===== config.mk =====
export PLATFORM = sky130hd
export DESIGN_NAME = isc_regs
export DESIGN_NICKNAME = d
export VERILOG_FILES = /design/src/rtl/isc_pkg.sv /design/src/rtl/isc_hyst.sv /design/src/rtl/isc_pacer.sv /design/src/rtl/isc_regs.sv
export SDC_FILE = /design/constraint.sdc
export NUM_CORES = 1
export LEC_CHECK = 0
export BUFFER_PORTS_ARGS = -buffer_cell sky130_fd_sc_hd__buf_2
export CORE_ASPECT_RATIO = 1.2
export CORE_MARGIN = 2
export CORE_UTILIZATION = 45
export CTS_CLUSTER_DIAMETER = 30
export DETAILED_ROUTE_END_ITERATION = 8
export GPL_TIMING_DRIVEN = 1
export PLACE_DENSITY_LB_ADDON = 0.2
export SYNTH_ARGS = -nofsm -noshare
export SYNTH_HDL_FRONTEND = slang
export SYNTH_SLANG_ARGS = --single-unit

===== constraint.sdc =====
create_clock -name clock -period 7.1 [get_ports clock]
set_input_delay 1.775 -clock clock [delete_from_list [all_inputs] [get_ports clock]]
set_output_delay 1.775 -clock clock [all_outputs]
set_load 0.05 [all_outputs]

===== src/rtl/isc_pkg.sv =====
package isc_pkg;

   // Register offsets
   localparam logic [7:0] ADDR_WATCHDOG = 8'h03;
   localparam logic [7:0] ADDR_CONFIG = 8'h04;
   localparam logic [7:0] ADDR_THRESH_HIGH = 8'h07;
   localparam logic [7:0] ADDR_THRESH_LOW = 8'h09;
   localparam logic [7:0] ADDR_INT_FUNC = 8'h0A;
   localparam logic [7:0] ADDR_POWER = 8'h0B;
   localparam logic [7:0] ADDR_STATUS = 8'h20;
   localparam logic [7:0] ADDR_PROXIMITY = 8'h22;
   localparam logic [7:0] ADDR_COUNT_LOW = 8'h23;
   localparam logic [7:0] ADDR_COUNT_MID = 8'h24;
   localparam logic [7:0] ADDR_COUNT_HIGH = 8'h25;
   // Range locked while active
   localparam logic [7:0] ADDR_LOCK_FIRST = 8'h01;
   localparam logic [7:0] ADDR_LOCK_LAST = 8'h05;

   // Reset values
   localparam logic [7:0] RST_WATCHDOG = 8'h45;
   localparam logic [7:0] RST_CONFIG = 8'h1B;
   localparam logic [7:0] RST_THRESH_HIGH = 8'hFF;
   localparam logic [7:0] RST_THRESH_LOW = 8'h00;
   localparam logic [7:0] RST_INT_FUNC = 8'h00;
   localparam logic [7:0] RST_POWER = 8'h00;
   localparam logic [7:0] RST_UNMAPPED = 8'h00;

   // Writable bit masks
   localparam logic [7:0] MASK_CONFIG = 8'h1F;
   localparam logic [7:0] MASK_INT_FUNC = 8'h07;
   localparam logic [7:0] MASK_POWER = 8'h01;

   // Field positions
   localparam int AMP_LSB = 3;
   localparam int RESP_LSB = 0;
   localparam int POWER_BIT = 0;
   localparam int STAT_OSC_BIT = 7;
   localparam int STAT_READY_BIT = 6;
   localparam int STAT_WAKE_BIT = 5;
   localparam int STAT_COMP_BIT = 4;

   // Response-time divisor applied to the sensor cycle count
   localparam int RESP_DIVISOR = 3;

   typedef enum logic [2:0] {
      ISC_INT_OFF = 3'h0,
      ISC_INT_WAKE = 3'h1,
      ISC_INT_COMP = 3'h2,
      ISC_INT_READY = 3'h4
   } isc_int_func_t;

   typedef struct packed {
      logic [7:0] proximity;
      logic [23:0] freq_count;
   } isc_result_t;

   // Response-time count in sensor cycles for a code; a conversion takes a third of it
   function automatic logic [12:0] isc_resp_count(input logic [2:0] code);
      logic [12:0] count;
      count = 13'h00C0;
      case (code)
         3'h2: count = 13'h00C0;
         3'h3: count = 13'h0180;
         3'h4: count = 13'h0300;
         3'h5: count = 13'h0600;
         3'h6: count = 13'h0C00;
         3'h7: count = 13'h1800;
         default: count = 13'h00C0;
      endcase
      return count;
   endfunction : isc_resp_count

endpackage : isc_pkg


===== src/rtl/isc_hyst.sv =====
`timescale 1ns/1ps
module isc_hyst #(
   parameter int DATA_W = 8
) (
   input wire logic clock,
   input wire logic rstn,
   input wire logic update,
   input wire logic [DATA_W-1:0] value,
   input wire logic [DATA_W-1:0] high,
   input wire logic [DATA_W-1:0] low,
   input wire logic wake_enable,
   output logic comp_flag,
   output logic wake_n
);

   wire above = value > high;
   wire below = value < low;

   always_ff @(posedge clock or negedge rstn) begin
      if (!rstn) begin
         comp_flag <= 1'b0;
         wake_n <= 1'b1;
      end else begin
         if (update && below) begin
            comp_flag <= 1'b1;
         end else if (update && above) begin
            comp_flag <= 1'b0;
         end
         if (!wake_enable) begin
            wake_n <= 1'b1;
         end else if (update && above) begin
            wake_n <= 1'b0;
         end
      end
   end

endmodule : isc_hyst


===== src/rtl/isc_pacer.sv =====
`timescale 1ns/1ps
module isc_pacer #(
   parameter int TICK_W = 12,
   parameter int COUNT_W = 24
) (
   input wire logic clock,
   input wire logic rstn,
   input wire logic run,
   input wire logic sensor_tick,
   input wire logic [TICK_W-1:0] ticks_per_conv,
   output logic done,
   output logic [COUNT_W-1:0] cycles
);

   logic [TICK_W-1:0] tick_count;
   logic [COUNT_W-1:0] clock_count;
   wire last_tick = sensor_tick && (tick_count == ticks_per_conv - 1'b1);
   wire count_full = &clock_count;

   // Reference clocks counted over a fixed number of sensor cycles
   always_ff @(posedge clock or negedge rstn) begin
      if (!rstn) begin
         tick_count <= '0;
         clock_count <= '0;
         done <= 1'b0;
         cycles <= '0;
      end else if (!run) begin
         tick_count <= '0;
         clock_count <= '0;
         done <= 1'b0;
      end else begin
         done <= last_tick;
         if (last_tick) begin
            cycles <= clock_count;
            tick_count <= '0;
            // The closing edge is already the first cycle of the next window
            clock_count <= COUNT_W'(1);
         end else begin
            if (sensor_tick) begin
               tick_count <= tick_count + 1'b1;
            end
            if (!count_full) begin
               clock_count <= clock_count + 1'b1;
            end
         end
      end
   end

endmodule : isc_pacer


===== src/rtl/isc_regs.sv =====
// Summary of operation
// - The watchdog code N is held in its own register and sent to the oscillator watchdog.
// - Config bits 4:3 pick the oscillation amplitude, 1 V, 2 V or 4 V, code 11 reserved.
// - Config bits 2:0 pick the response time 192 to 6144, codes 000 and 001 reserved.
// - Upper threshold resets to all ones, lower to zero, both writable and compared to the result.
// - The interrupt pin shows nothing, wake-up, comparator or active-low ready per a 3-bit code.
// - Power bit 0 clear means standby, set means active with conversions, reset is standby.
// - Status bit 7 reads one when the oscillator has overloaded and stopped.
// - Status bit 6 reads zero when a fresh result waits and one otherwise.
// - Status bit 5 drops to zero on a wake-up above the upper threshold and reads one when disabled.
// - Status bit 4 sets below the lower threshold, clears above the upper, bits 3:0 mean nothing.
// - The 8-bit proximity result reads at offset 0x22.
// - The 24-bit frequency count reads low, middle, high at 0x23, 0x24, 0x25.
// - Count registers 0x23 to 0x25 refresh only when the host reads offset 0x22.
// - Offsets 0x01 to 0x05 ignore writes while the power bit is set.
// - A result is made every response-time count divided by three sensor cycles.
`timescale 1ns/1ps
module isc_regs #(
   parameter int COUNT_W = 24,
   parameter int TICK_W = 12
) (
   input wire logic clock,
   input wire logic rstn,
   input wire logic [7:0] reg_addr,
   input wire logic [7:0] reg_wdata,
   input wire logic reg_write,
   input wire logic reg_read,
   output logic [7:0] reg_rdata,
   input wire logic sensor_tick,
   input wire logic [7:0] sensor_proximity,
   input wire logic osc_overload,
   output logic [7:0] watchdog_code,
   output logic [1:0] amplitude_code,
   output logic [12:0] response_count,
   output logic power_mode_select,
   output logic interrupt_pin_n
);

   logic [7:0] sensor_watchdog_setting;
   logic [7:0] converter_configuration;
   logic [7:0] comparator_upper_threshold;
   logic [7:0] comparator_lower_threshold;
   logic [7:0] interrupt_pin_function;
   logic [7:0] power_control;
   logic oscillator_dead_flag;
   logic result_ready_n;
   isc_pkg::isc_result_t latest;
   isc_pkg::isc_result_t snapshot;

   wire conv_done;
   wire [COUNT_W-1:0] conv_cycles;
   wire comp_flag;
   wire wake_n;

   // Decode
   wire active = power_control[isc_pkg::POWER_BIT];
   wire locked = active && (reg_addr >= isc_pkg::ADDR_LOCK_FIRST)
      && (reg_addr <= isc_pkg::ADDR_LOCK_LAST);
   wire write_ok = reg_write && !locked;
   wire wr_watchdog = write_ok && (reg_addr == isc_pkg::ADDR_WATCHDOG);
   wire wr_config = write_ok && (reg_addr == isc_pkg::ADDR_CONFIG);
   wire wr_high = write_ok && (reg_addr == isc_pkg::ADDR_THRESH_HIGH);
   wire wr_low = write_ok && (reg_addr == isc_pkg::ADDR_THRESH_LOW);
   wire wr_int = write_ok && (reg_addr == isc_pkg::ADDR_INT_FUNC);
   wire wr_power = write_ok && (reg_addr == isc_pkg::ADDR_POWER);
   wire rd_proximity = reg_read && (reg_addr == isc_pkg::ADDR_PROXIMITY);

   // Fields
   wire [2:0] resp_code = converter_configuration[isc_pkg::RESP_LSB +: 3];
   wire [1:0] amp_code = converter_configuration[isc_pkg::AMP_LSB +: 2];
   wire [12:0] resp_cycles = isc_pkg::isc_resp_count(resp_code);
   wire [12:0] resp_third = resp_cycles / 13'(isc_pkg::RESP_DIVISOR);
   wire [TICK_W-1:0] ticks_per_conv = resp_third[TICK_W-1:0];
   wire [2:0] int_func = interrupt_pin_function[2:0];
   wire wake_enable = (int_func == 3'(isc_pkg::ISC_INT_WAKE));

   // Conversion result as it stands after this cycle
   isc_pkg::isc_result_t fresh;
   assign fresh.proximity = sensor_proximity;
   assign fresh.freq_count = conv_cycles;

   // Status byte, low nibble zero
   wire [7:0] status_byte = {oscillator_dead_flag, result_ready_n,
      wake_n, comp_flag, 4'h0};

   // Read data mux; a read of 0x22 returns the newest result at once
   logic [7:0] next_rdata;
   always_comb begin
      next_rdata = isc_pkg::RST_UNMAPPED;
      case (reg_addr)
         isc_pkg::ADDR_WATCHDOG: next_rdata = sensor_watchdog_setting;
         isc_pkg::ADDR_CONFIG: next_rdata = converter_configuration;
         isc_pkg::ADDR_THRESH_HIGH: next_rdata = comparator_upper_threshold;
         isc_pkg::ADDR_THRESH_LOW: next_rdata = comparator_lower_threshold;
         isc_pkg::ADDR_INT_FUNC: next_rdata = interrupt_pin_function;
         isc_pkg::ADDR_POWER: next_rdata = power_control;
         isc_pkg::ADDR_STATUS: next_rdata = status_byte;
         isc_pkg::ADDR_PROXIMITY: next_rdata = latest.proximity;
         isc_pkg::ADDR_COUNT_LOW: next_rdata = snapshot.freq_count[7:0];
         isc_pkg::ADDR_COUNT_MID: next_rdata = snapshot.freq_count[15:8];
         isc_pkg::ADDR_COUNT_HIGH: next_rdata = snapshot.freq_count[23:16];
         default: next_rdata = isc_pkg::RST_UNMAPPED;
      endcase
   end

   // Interrupt pin function
   logic next_int_n;
   always_comb begin
      next_int_n = 1'b1;
      case (int_func)
         3'(isc_pkg::ISC_INT_WAKE): next_int_n = wake_n;
         3'(isc_pkg::ISC_INT_COMP): next_int_n = ~comp_flag;
         3'(isc_pkg::ISC_INT_READY): next_int_n = result_ready_n;
         default: next_int_n = 1'b1;
      endcase
   end

   // Configuration registers
   always_ff @(posedge clock or negedge rstn) begin
      if (!rstn) begin
         sensor_watchdog_setting <= isc_pkg::RST_WATCHDOG;
         converter_configuration <= isc_pkg::RST_CONFIG;
      end else begin
         if (wr_watchdog) begin
            sensor_watchdog_setting <= reg_wdata;
         end
         if (wr_config) begin
            converter_configuration <= reg_wdata & isc_pkg::MASK_CONFIG;
         end
      end
   end

   always_ff @(posedge clock or negedge rstn) begin
      if (!rstn) begin
         comparator_upper_threshold <= isc_pkg::RST_THRESH_HIGH;
         comparator_lower_threshold <= isc_pkg::RST_THRESH_LOW;
      end else begin
         if (wr_high) begin
            comparator_upper_threshold <= reg_wdata;
         end
         if (wr_low) begin
            comparator_lower_threshold <= reg_wdata;
         end
      end
   end

   always_ff @(posedge clock or negedge rstn) begin
      if (!rstn) begin
         interrupt_pin_function <= isc_pkg::RST_INT_FUNC;
         power_control <= isc_pkg::RST_POWER;
      end else begin
         if (wr_int) begin
            interrupt_pin_function <= reg_wdata & isc_pkg::MASK_INT_FUNC;
         end
         if (wr_power) begin
            power_control <= reg_wdata & isc_pkg::MASK_POWER;
         end
      end
   end

   // Newest result from the pacer
   always_ff @(posedge clock or negedge rstn) begin
      if (!rstn) begin
         latest <= '0;
      end else if (conv_done) begin
         latest <= fresh;
      end
   end

   // Snapshot taken when the host starts a proximity read
   always_ff @(posedge clock or negedge rstn) begin
      if (!rstn) begin
         snapshot <= '0;
      end else if (rd_proximity) begin
         snapshot <= latest;
      end
   end

   // Ready flag: a new conversion wins over a read in the same cycle
   always_ff @(posedge clock or negedge rstn) begin
      if (!rstn) begin
         result_ready_n <= 1'b1;
      end else if (conv_done) begin
         result_ready_n <= 1'b0;
      end else if (rd_proximity || !active) begin
         result_ready_n <= 1'b1;
      end
   end

   // Outputs
   always_ff @(posedge clock or negedge rstn) begin
      if (!rstn) begin
         oscillator_dead_flag <= 1'b0;
         reg_rdata <= isc_pkg::RST_UNMAPPED;
         interrupt_pin_n <= 1'b1;
      end else begin
         oscillator_dead_flag <= osc_overload;
         reg_rdata <= next_rdata;
         interrupt_pin_n <= next_int_n;
      end
   end

   always_ff @(posedge clock or negedge rstn) begin
      if (!rstn) begin
         watchdog_code <= isc_pkg::RST_WATCHDOG;
         amplitude_code <= isc_pkg::RST_CONFIG[isc_pkg::AMP_LSB +: 2];
         response_count <= '0;
         power_mode_select <= 1'b0;
      end else begin
         watchdog_code <= sensor_watchdog_setting;
         amplitude_code <= amp_code;
         response_count <= resp_cycles;
         power_mode_select <= active;
      end
   end

   isc_pacer #(
      .TICK_W(TICK_W),
      .COUNT_W(COUNT_W)
   ) u_pacer (
      .clock(clock),
      .rstn(rstn),
      .run(active),
      .sensor_tick(sensor_tick),
      .ticks_per_conv(ticks_per_conv),
      .done(conv_done),
      .cycles(conv_cycles)
   );

   isc_hyst #(
      .DATA_W(8)
   ) u_hyst (
      .clock(clock),
      .rstn(rstn),
      .update(conv_done),
      .value(sensor_proximity),
      .high(comparator_upper_threshold),
      .low(comparator_lower_threshold),
      .wake_enable(wake_enable),
      .comp_flag(comp_flag),
      .wake_n(wake_n)
   );

endmodule : isc_regs


==> Yosys cells after proc, flatten, opt, wreduce, memory -nomap -nowiden <==
Cells that the tools add are included.
{ "word_totals": {"regBits": 187, "inputBits": 30, "out_inout_bits": 33} }
{ "classes": {"add_sub_neg": 3, "n_div": 1, "n_lt_le_gt_ge": 4, "eq_ne": 23, "n_mux": 15, "bitwise": 1, "reduce_logical": 20} }
{ "op_table": {"columns": ["cell", "n"], "rows": [
  ["8-bit case mux with 11 select lines", 1],
  ["24-bit two-way mux", 3],
  ["13-bit case mux with 5 select lines", 1],
  ["8-bit by 6-bit == test with 1-bit output (second input constant)", 5],
  ["12-bit two-way mux", 3],
  ["24-bit by 1-bit adder with 24-bit output (second input constant)", 1],
  ["8-bit by 4-bit == test with 1-bit output (second input constant)", 3],
  ["24-bit AND reduction", 1],
  ["8-bit by 3-bit == test with 1-bit output (second input constant)", 2],
  ["3-bit == test (second input constant)", 5],
  ["13-bit by 2-bit divider with 13-bit output (second input constant)", 1],
  ["1-bit logical AND", 13],
  ["12-bit by 1-bit adder with 12-bit output (second input constant)", 1],
  ["12-bit == test", 1],
  ["12-bit by 1-bit subtractor with 12-bit output (second input constant)", 1],
  ["8-bit by 2-bit == test with 1-bit output (second input constant)", 1],
  ["8-bit by 1-bit greater-or-equal comparator with 1-bit output (second input constant)", 1],
  ["8-bit > comparator", 1],
  ["8-bit by 3-bit <= comparator with 1-bit output (second input constant)", 1],
  ["8-bit < comparator", 1],
  ["3-bit by 2-bit == test with 1-bit output (second input constant)", 2],
  ["1-bit two-way mux", 6],
  ["3-bit by 2-bit != test with 1-bit output (second input constant)", 2],
  ["2-bit nonzero test", 2],
  ["7 further kinds", 8]
]} }

==> Depth between registers and ports, before layout <==
{ "depth": {"word_depth": 8, "mapped_depth": 34, "depth_no_buf": 29} }

==> Cells and area by module <==
A second synthesis with hierarchy kept.
{ "unflattened": {"hier_cells": 770, "hier_area_um2": 9243.9} }
{ "modules_own_cells": {"columns": ["mod", "n_inst", "cells_per_inst", "area_per_inst_um2", "seq_area_each_um2"], "rows": [
  ["isc_regs", 1, 422, 5582.9, 2980.4],
  ["isc_pacer", 1, 293, 3199.3, 1526.5],
  ["isc_hyst", 1, 55, 461.7, 51.3]
]} }

==> Worst setup path before layout <==
OpenSTA, ideal clock, no wires.
{ "synth_path": {"path_kind": "reg2reg", "from": "register converter_configuration[2]", "to": "register u_pacer.cycles[10]", "t_arrival_ns": 5.971, "required_time_ns": 6.975, "setup_slack_ns": 1.004, "path_stages_with_launch": 35, "n_path_buf": 5, "path_cell_list": "dfrtp_1 buf_4 clkbuf_1 inv_1 nor3_1 ha_1 o21ai_0 and2_1 ha_1 buf_2 a31o_1 buf_6 nand2_1 ha_1 mux2_2 nand2_1 nand2_1 o211ai_4 nand2_1 ha_1 nand2b_1 nand3_1 ha_1 nor3b_1 a21o_1 ha_1 inv_1 and3_1 o21ai_0 o311ai_0 a311oi_1 a211oi_2 nand2_4 buf_12 mux2_4"} }
{ "synth_via": {"elab_chain_len": 7, "elab_cells_between_ends": 11, "classes_between": "add/sub: 1; div: 1; eq/ne: 6; mux: 1; reduce/logical: 2"} }
{ "synth_rtl": {"columns": ["element", "line_no", "source"], "rows": [
  ["start, declared", "isc_regs.sv:40", "logic [7:0] converter_configuration;"],
  ["start signal, assigned", "isc_regs.sv:122", "converter_configuration <= isc_pkg::RST_CONFIG;"],
  ["start signal, assigned", "isc_regs.sv:128", "converter_configuration <= reg_wdata & isc_pkg::MASK_CONFIG;"],
  ["3-bit == test or 3-bit by 2-bit == test with 1-bit output (tied branches)", "isc_pkg.sv:61", "case (code)"],
  ["13-bit case mux with 5 select lines (*)", "isc_pkg.sv:61", null],
  ["net resp_cycles[7]", "isc_regs.sv:71", "wire [12:0] resp_cycles = isc_pkg::isc_resp_count(resp_code);"],
  ["13-bit by 2-bit divider with 13-bit output (*)", "isc_regs.sv:72", "wire [12:0] resp_third = resp_cycles / 13'(isc_pkg::RESP_DIVISOR);"],
  ["12-bit by 1-bit subtractor with 12-bit output (*)", "isc_pacer.sv:17", "wire last_tick = sensor_tick && (tick_count == ticks_per_conv - 1'b1);"],
  ["12-bit == test (*)", "isc_pacer.sv:17", null],
  ["1-bit logical AND (*)", "isc_pacer.sv:17", null],
  ["2-bit AND reduction (no line) (*)", null, null],
  ["end signal, assigned", "isc_pacer.sv:34", "cycles <= clock_count;"],
  ["end, declared", "isc_pacer.sv:12", "output logic [COUNT_W-1:0] cycles"]
]} }
Mark *: on every way through the listed nets, which the timed path passes. The rest lies on a longest branch.
A chain may end at the register's enable or synchronous reset.

==> Worst setup path after layout <==
{ "layout_path": {"from": "register converter_configuration[0]", "to": "register u_pacer.cycles[4]"} }
{ "layout_via": {"elab_chain_len": 7, "elab_cells_between_ends": 11, "classes_between": "add/sub: 1; div: 1; eq/ne: 6; mux: 1; reduce/logical: 2"} }
{ "layout_rtl": {"columns": ["element", "line_no"], "rows": [
  ["3-bit == test or 3-bit by 2-bit == test with 1-bit output (tied branches)", "isc_pkg.sv:61"],
  ["13-bit case mux with 5 select lines (*)", "isc_pkg.sv:61"],
  ["13-bit by 2-bit divider with 13-bit output (*)", "isc_regs.sv:72"],
  ["12-bit by 1-bit subtractor with 12-bit output (*)", "isc_pacer.sv:17"],
  ["12-bit == test (*)", "isc_pacer.sv:17"],
  ["1-bit logical AND (*)", "isc_pacer.sv:17"],
  ["2-bit AND reduction (no line) (*)", null]
]} }
Every way passes the cells marked *; elsewhere a longest branch is shown, timed or not.

==> out/qor.txt <==
Status = complete, no violations
Routed wire length = 19.5 mm
Die area = 21100 µm²
Initial core utilization = 0.458
Hold WS = 0.377 ns
Post-synthesis async set-or-reset flop share = 1.00
Max Slew Vio Count = 0
Main flop type after synthesis = dfrtp_1
Post-synth top area share = 0.441
Register area share after synthesis = 0.509
CTS Buffer Depth = 2
Reg2reg start = converter_configuration[0]
Pwr Density = 238 nW/µm²
Drt wl/cell = 18.3 µm
Filler Cell Count = 1670
Pleak = 4.71 nW
Drt drc = 0
Reg-to-Reg End = u_pacer.cycles[4]
Router iterations before antenna repair = 7
Clock transition at the registers of the reported paths = 0.07 ns
GP Congestion = 0.898
Die height = 159 µm
Total negative slack = 0 ns
Num CTS Buffers = 17
# setup viols final = 0
Setup crit end kind = flip-flop
Layout cell share with drive strength beyond 1 = 0.346
VDD IR max = 0.162 mV
Chip width = 133 µm
Number of global-route vias before repair = 5990
Mapped Area = 8960 µm²
MaxCap Viol Count = 0
Register-to-Register Path Depth = 30
Synthesized area per cell = 12.0 µm²
TritonCTS clock tree = done
CP required = 7.42 ns
Initial antenna violation count = 0
Slew @ Worst Pin = 1.02 ns
Worst hold path class = flip-flop to flip-flop
RSZ-0062 raised after global routing = no
GRT Overall Usage = 0.191
Critical path arrival = 6.99 ns
Period minus WS final = 6.68 ns
Yosys warns = 0
Rows = 56
GRT overflow = 0
Final Cycle Share = 0.940
CP delay by family, top = adder cells
CP Class = flip-flop to flip-flop
Critical path launch point type = flip-flop
Clock insertion delay at the later pin of the skew report = 0.44 ns
Critical path's most frequent cell = ha_1
Synth-to-layout area growth = 12.7%
Port buffer count = 56
Post-synth top cells = dfrtp_1, mux2_2, nand2_1, inv_1, nor2_1
DRT iter0 DRCs = 374
Clock Sinks = 181
Hold Fails Final Rpt = 0
Antenna-violating nets left = 0
Hold EP = watchdog_code[0]
Dominant cells by area after synthesis = dfrtp_1, mux2_2, dfstp_2, ha_1, mux2_4
Hold wc startpoint = sensor_watchdog_setting[0]
Detailed placement HPWL = 14.0 mm
Yosys top cell by area = dfrtp_1
ANT cells = 0
EDFF count, synth = 0
Post-Syn Instances = 745
Worst path slowest cell = dfstp_2
Hold buffer count at cts = 0
Largest stage delay, worst path = 0.68 ns
Clk_skew = 0.00798 ns
Crit-path max FO = 16
Vias after detailed routing = 5848
Worst hold stages = 0
DR vias/cell = 5.47
Final nets = 851
Top-count cell post-synth = dfrtp_1
Root buf cell = clkbuf_16
Synthesized flop and latch total = 181
H-tree depth = 4
Synth cell types = 71
Worst Path Buf+Inv = 3
Largest net degree at the start of global routing = 115
First-pass GRT wire length = 31.5 mm
Fmax = 0.150 GHz
Core Area = 19500 µm²
R2R setup slack = 0.42 ns
Max_slew headroom = 0.318
Ports = 63
==> cells in the final DEF, fill, tap and decap left out, types with 20 or more instances in the layout <==
master and instances:
dfrtp_1 158, mux2_2 95, buf_2 55, nand2_1 49, inv_1 31, nor2_1 27
ha_1 24, dfstp_2 23, xor2_1 22, mux2_4 20
==> what timing repair did <==
item,CTS,global route
resized for setup,0,9
setup endpoints to repair,0,59
buffers inserted,0,2
==> power breakdown <==
group          switching, mW  internal [mW]
logic                  0.205          0.121
registers             0.0141           1.05
clock network          0.419          0.599
==> routing by layer <==
layer	up-vias	GRT usage	part of all wire
li1	2748	-	-
met4	0	0.0742	0.025
met2	135	0.338	0.51
met1	2920	0.233	0.43
met5	-	0	0
met3	45	0.0322	0.030
==> cells by family after synthesis <==
logic type | Yosys count | synth area share
AO/OA/AOI/OAI | 109 | 0.0930
XOR/XNOR | 40 | 0.0391
adder cells (fa/ha/maj) | 25 | 0.0349
buffers and inverters | 67 | 0.0388
flip-flops | 181 | 0.509
multiplexers | 130 | 0.170
other | 1 | 0.000418
AND/OR/NAND/NOR | 192 | 0.116
==> how the worst max path moves through the flow <==
stage	startpoint	endpoint	slack (ns)	cells after the start
floorplan	converter_configuration[2]	u_pacer.cycles[10]	1.00	34
finish	converter_configuration[0]	u_pacer.cycles[4]	0.42	30
CTS	converter_configuration[1]	u_pacer.cycles[0]	0.09	27
global route	converter_configuration[0]	u_pacer.cycles[14]	0.007	30
global placement	converter_configuration[1]	u_pacer.cycles[2]	0.58	27
detailed placement	converter_configuration[1]	u_pacer.cycles[2]	0.12	27
==> layout make-up <==
| type | count | area (µm²) | area share |
|---|---|---|---|
| well taps | 261 | 327 | 0.0323 |
| repair buffers | 61 | 324 | 0.0321 |
| multi-input cells | 504 | 4130 | 0.409 |
| clock inverters | 15 | 214 | 0.0212 |
| inverters | 31 | 116 | 0.0115 |
| flip-flops and latches | 181 | 4560 | 0.451 |
| clock buffers | 17 | 425 | 0.0421 |
==> state kept, by name, summed over array words and instances, names as in the netlist <==
name                        count
snapshot                       24
converter_configuration         5
amplitude_code                  2
u_pacer.clock_count            24
latest                         32
u_hyst.wake_n                   1
interrupt_pin_function          3
power_control                   1
u_pacer.tick_count             12
response_count                  7
result_ready_n                  1
u_hyst.comp_flag                1
oscillator_dead_flag            1
interrupt_pin_n                 1
reg_rdata                       8
u_pacer.done                    1
power_mode_select               1
sensor_watchdog_setting         8
watchdog_code                   8
comparator_lower_threshold      8
comparator_upper_threshold      8
u_pacer.cycles                 24
==> per-stage QoR <==
stage	instances	instance area (µm²)	total power, mW	utilization	worst slack, ns
after floorplan	750	8980	1.29	-	1.00
after global placement	1034	9390	1.36	0.480	0.581
after detailed placement	1034	9390	1.37	0.480	0.122
after CTS	1066	10000	2.40	0.513	0.0864
after global routing	1070	10100	2.51	0.517	0.00693
final	1070	10100	2.41	0.517	0.425
==> worst register-to-register path, delay by kind of cell, from the launching register on <==
family / cells / cell delay, ns
AND/OR/NAND/NOR: 11 / 1.69
adder cells (fa/ha/maj): 6 / 1.67
AO/OA/AOI/OAI: 8 / 1.44
flip-flops: 1 / 0.68
multiplexers: 2 / 0.66
buffers and inverters: 3 / 0.44
Note: power is estimated with default switching activity, not from simulation.
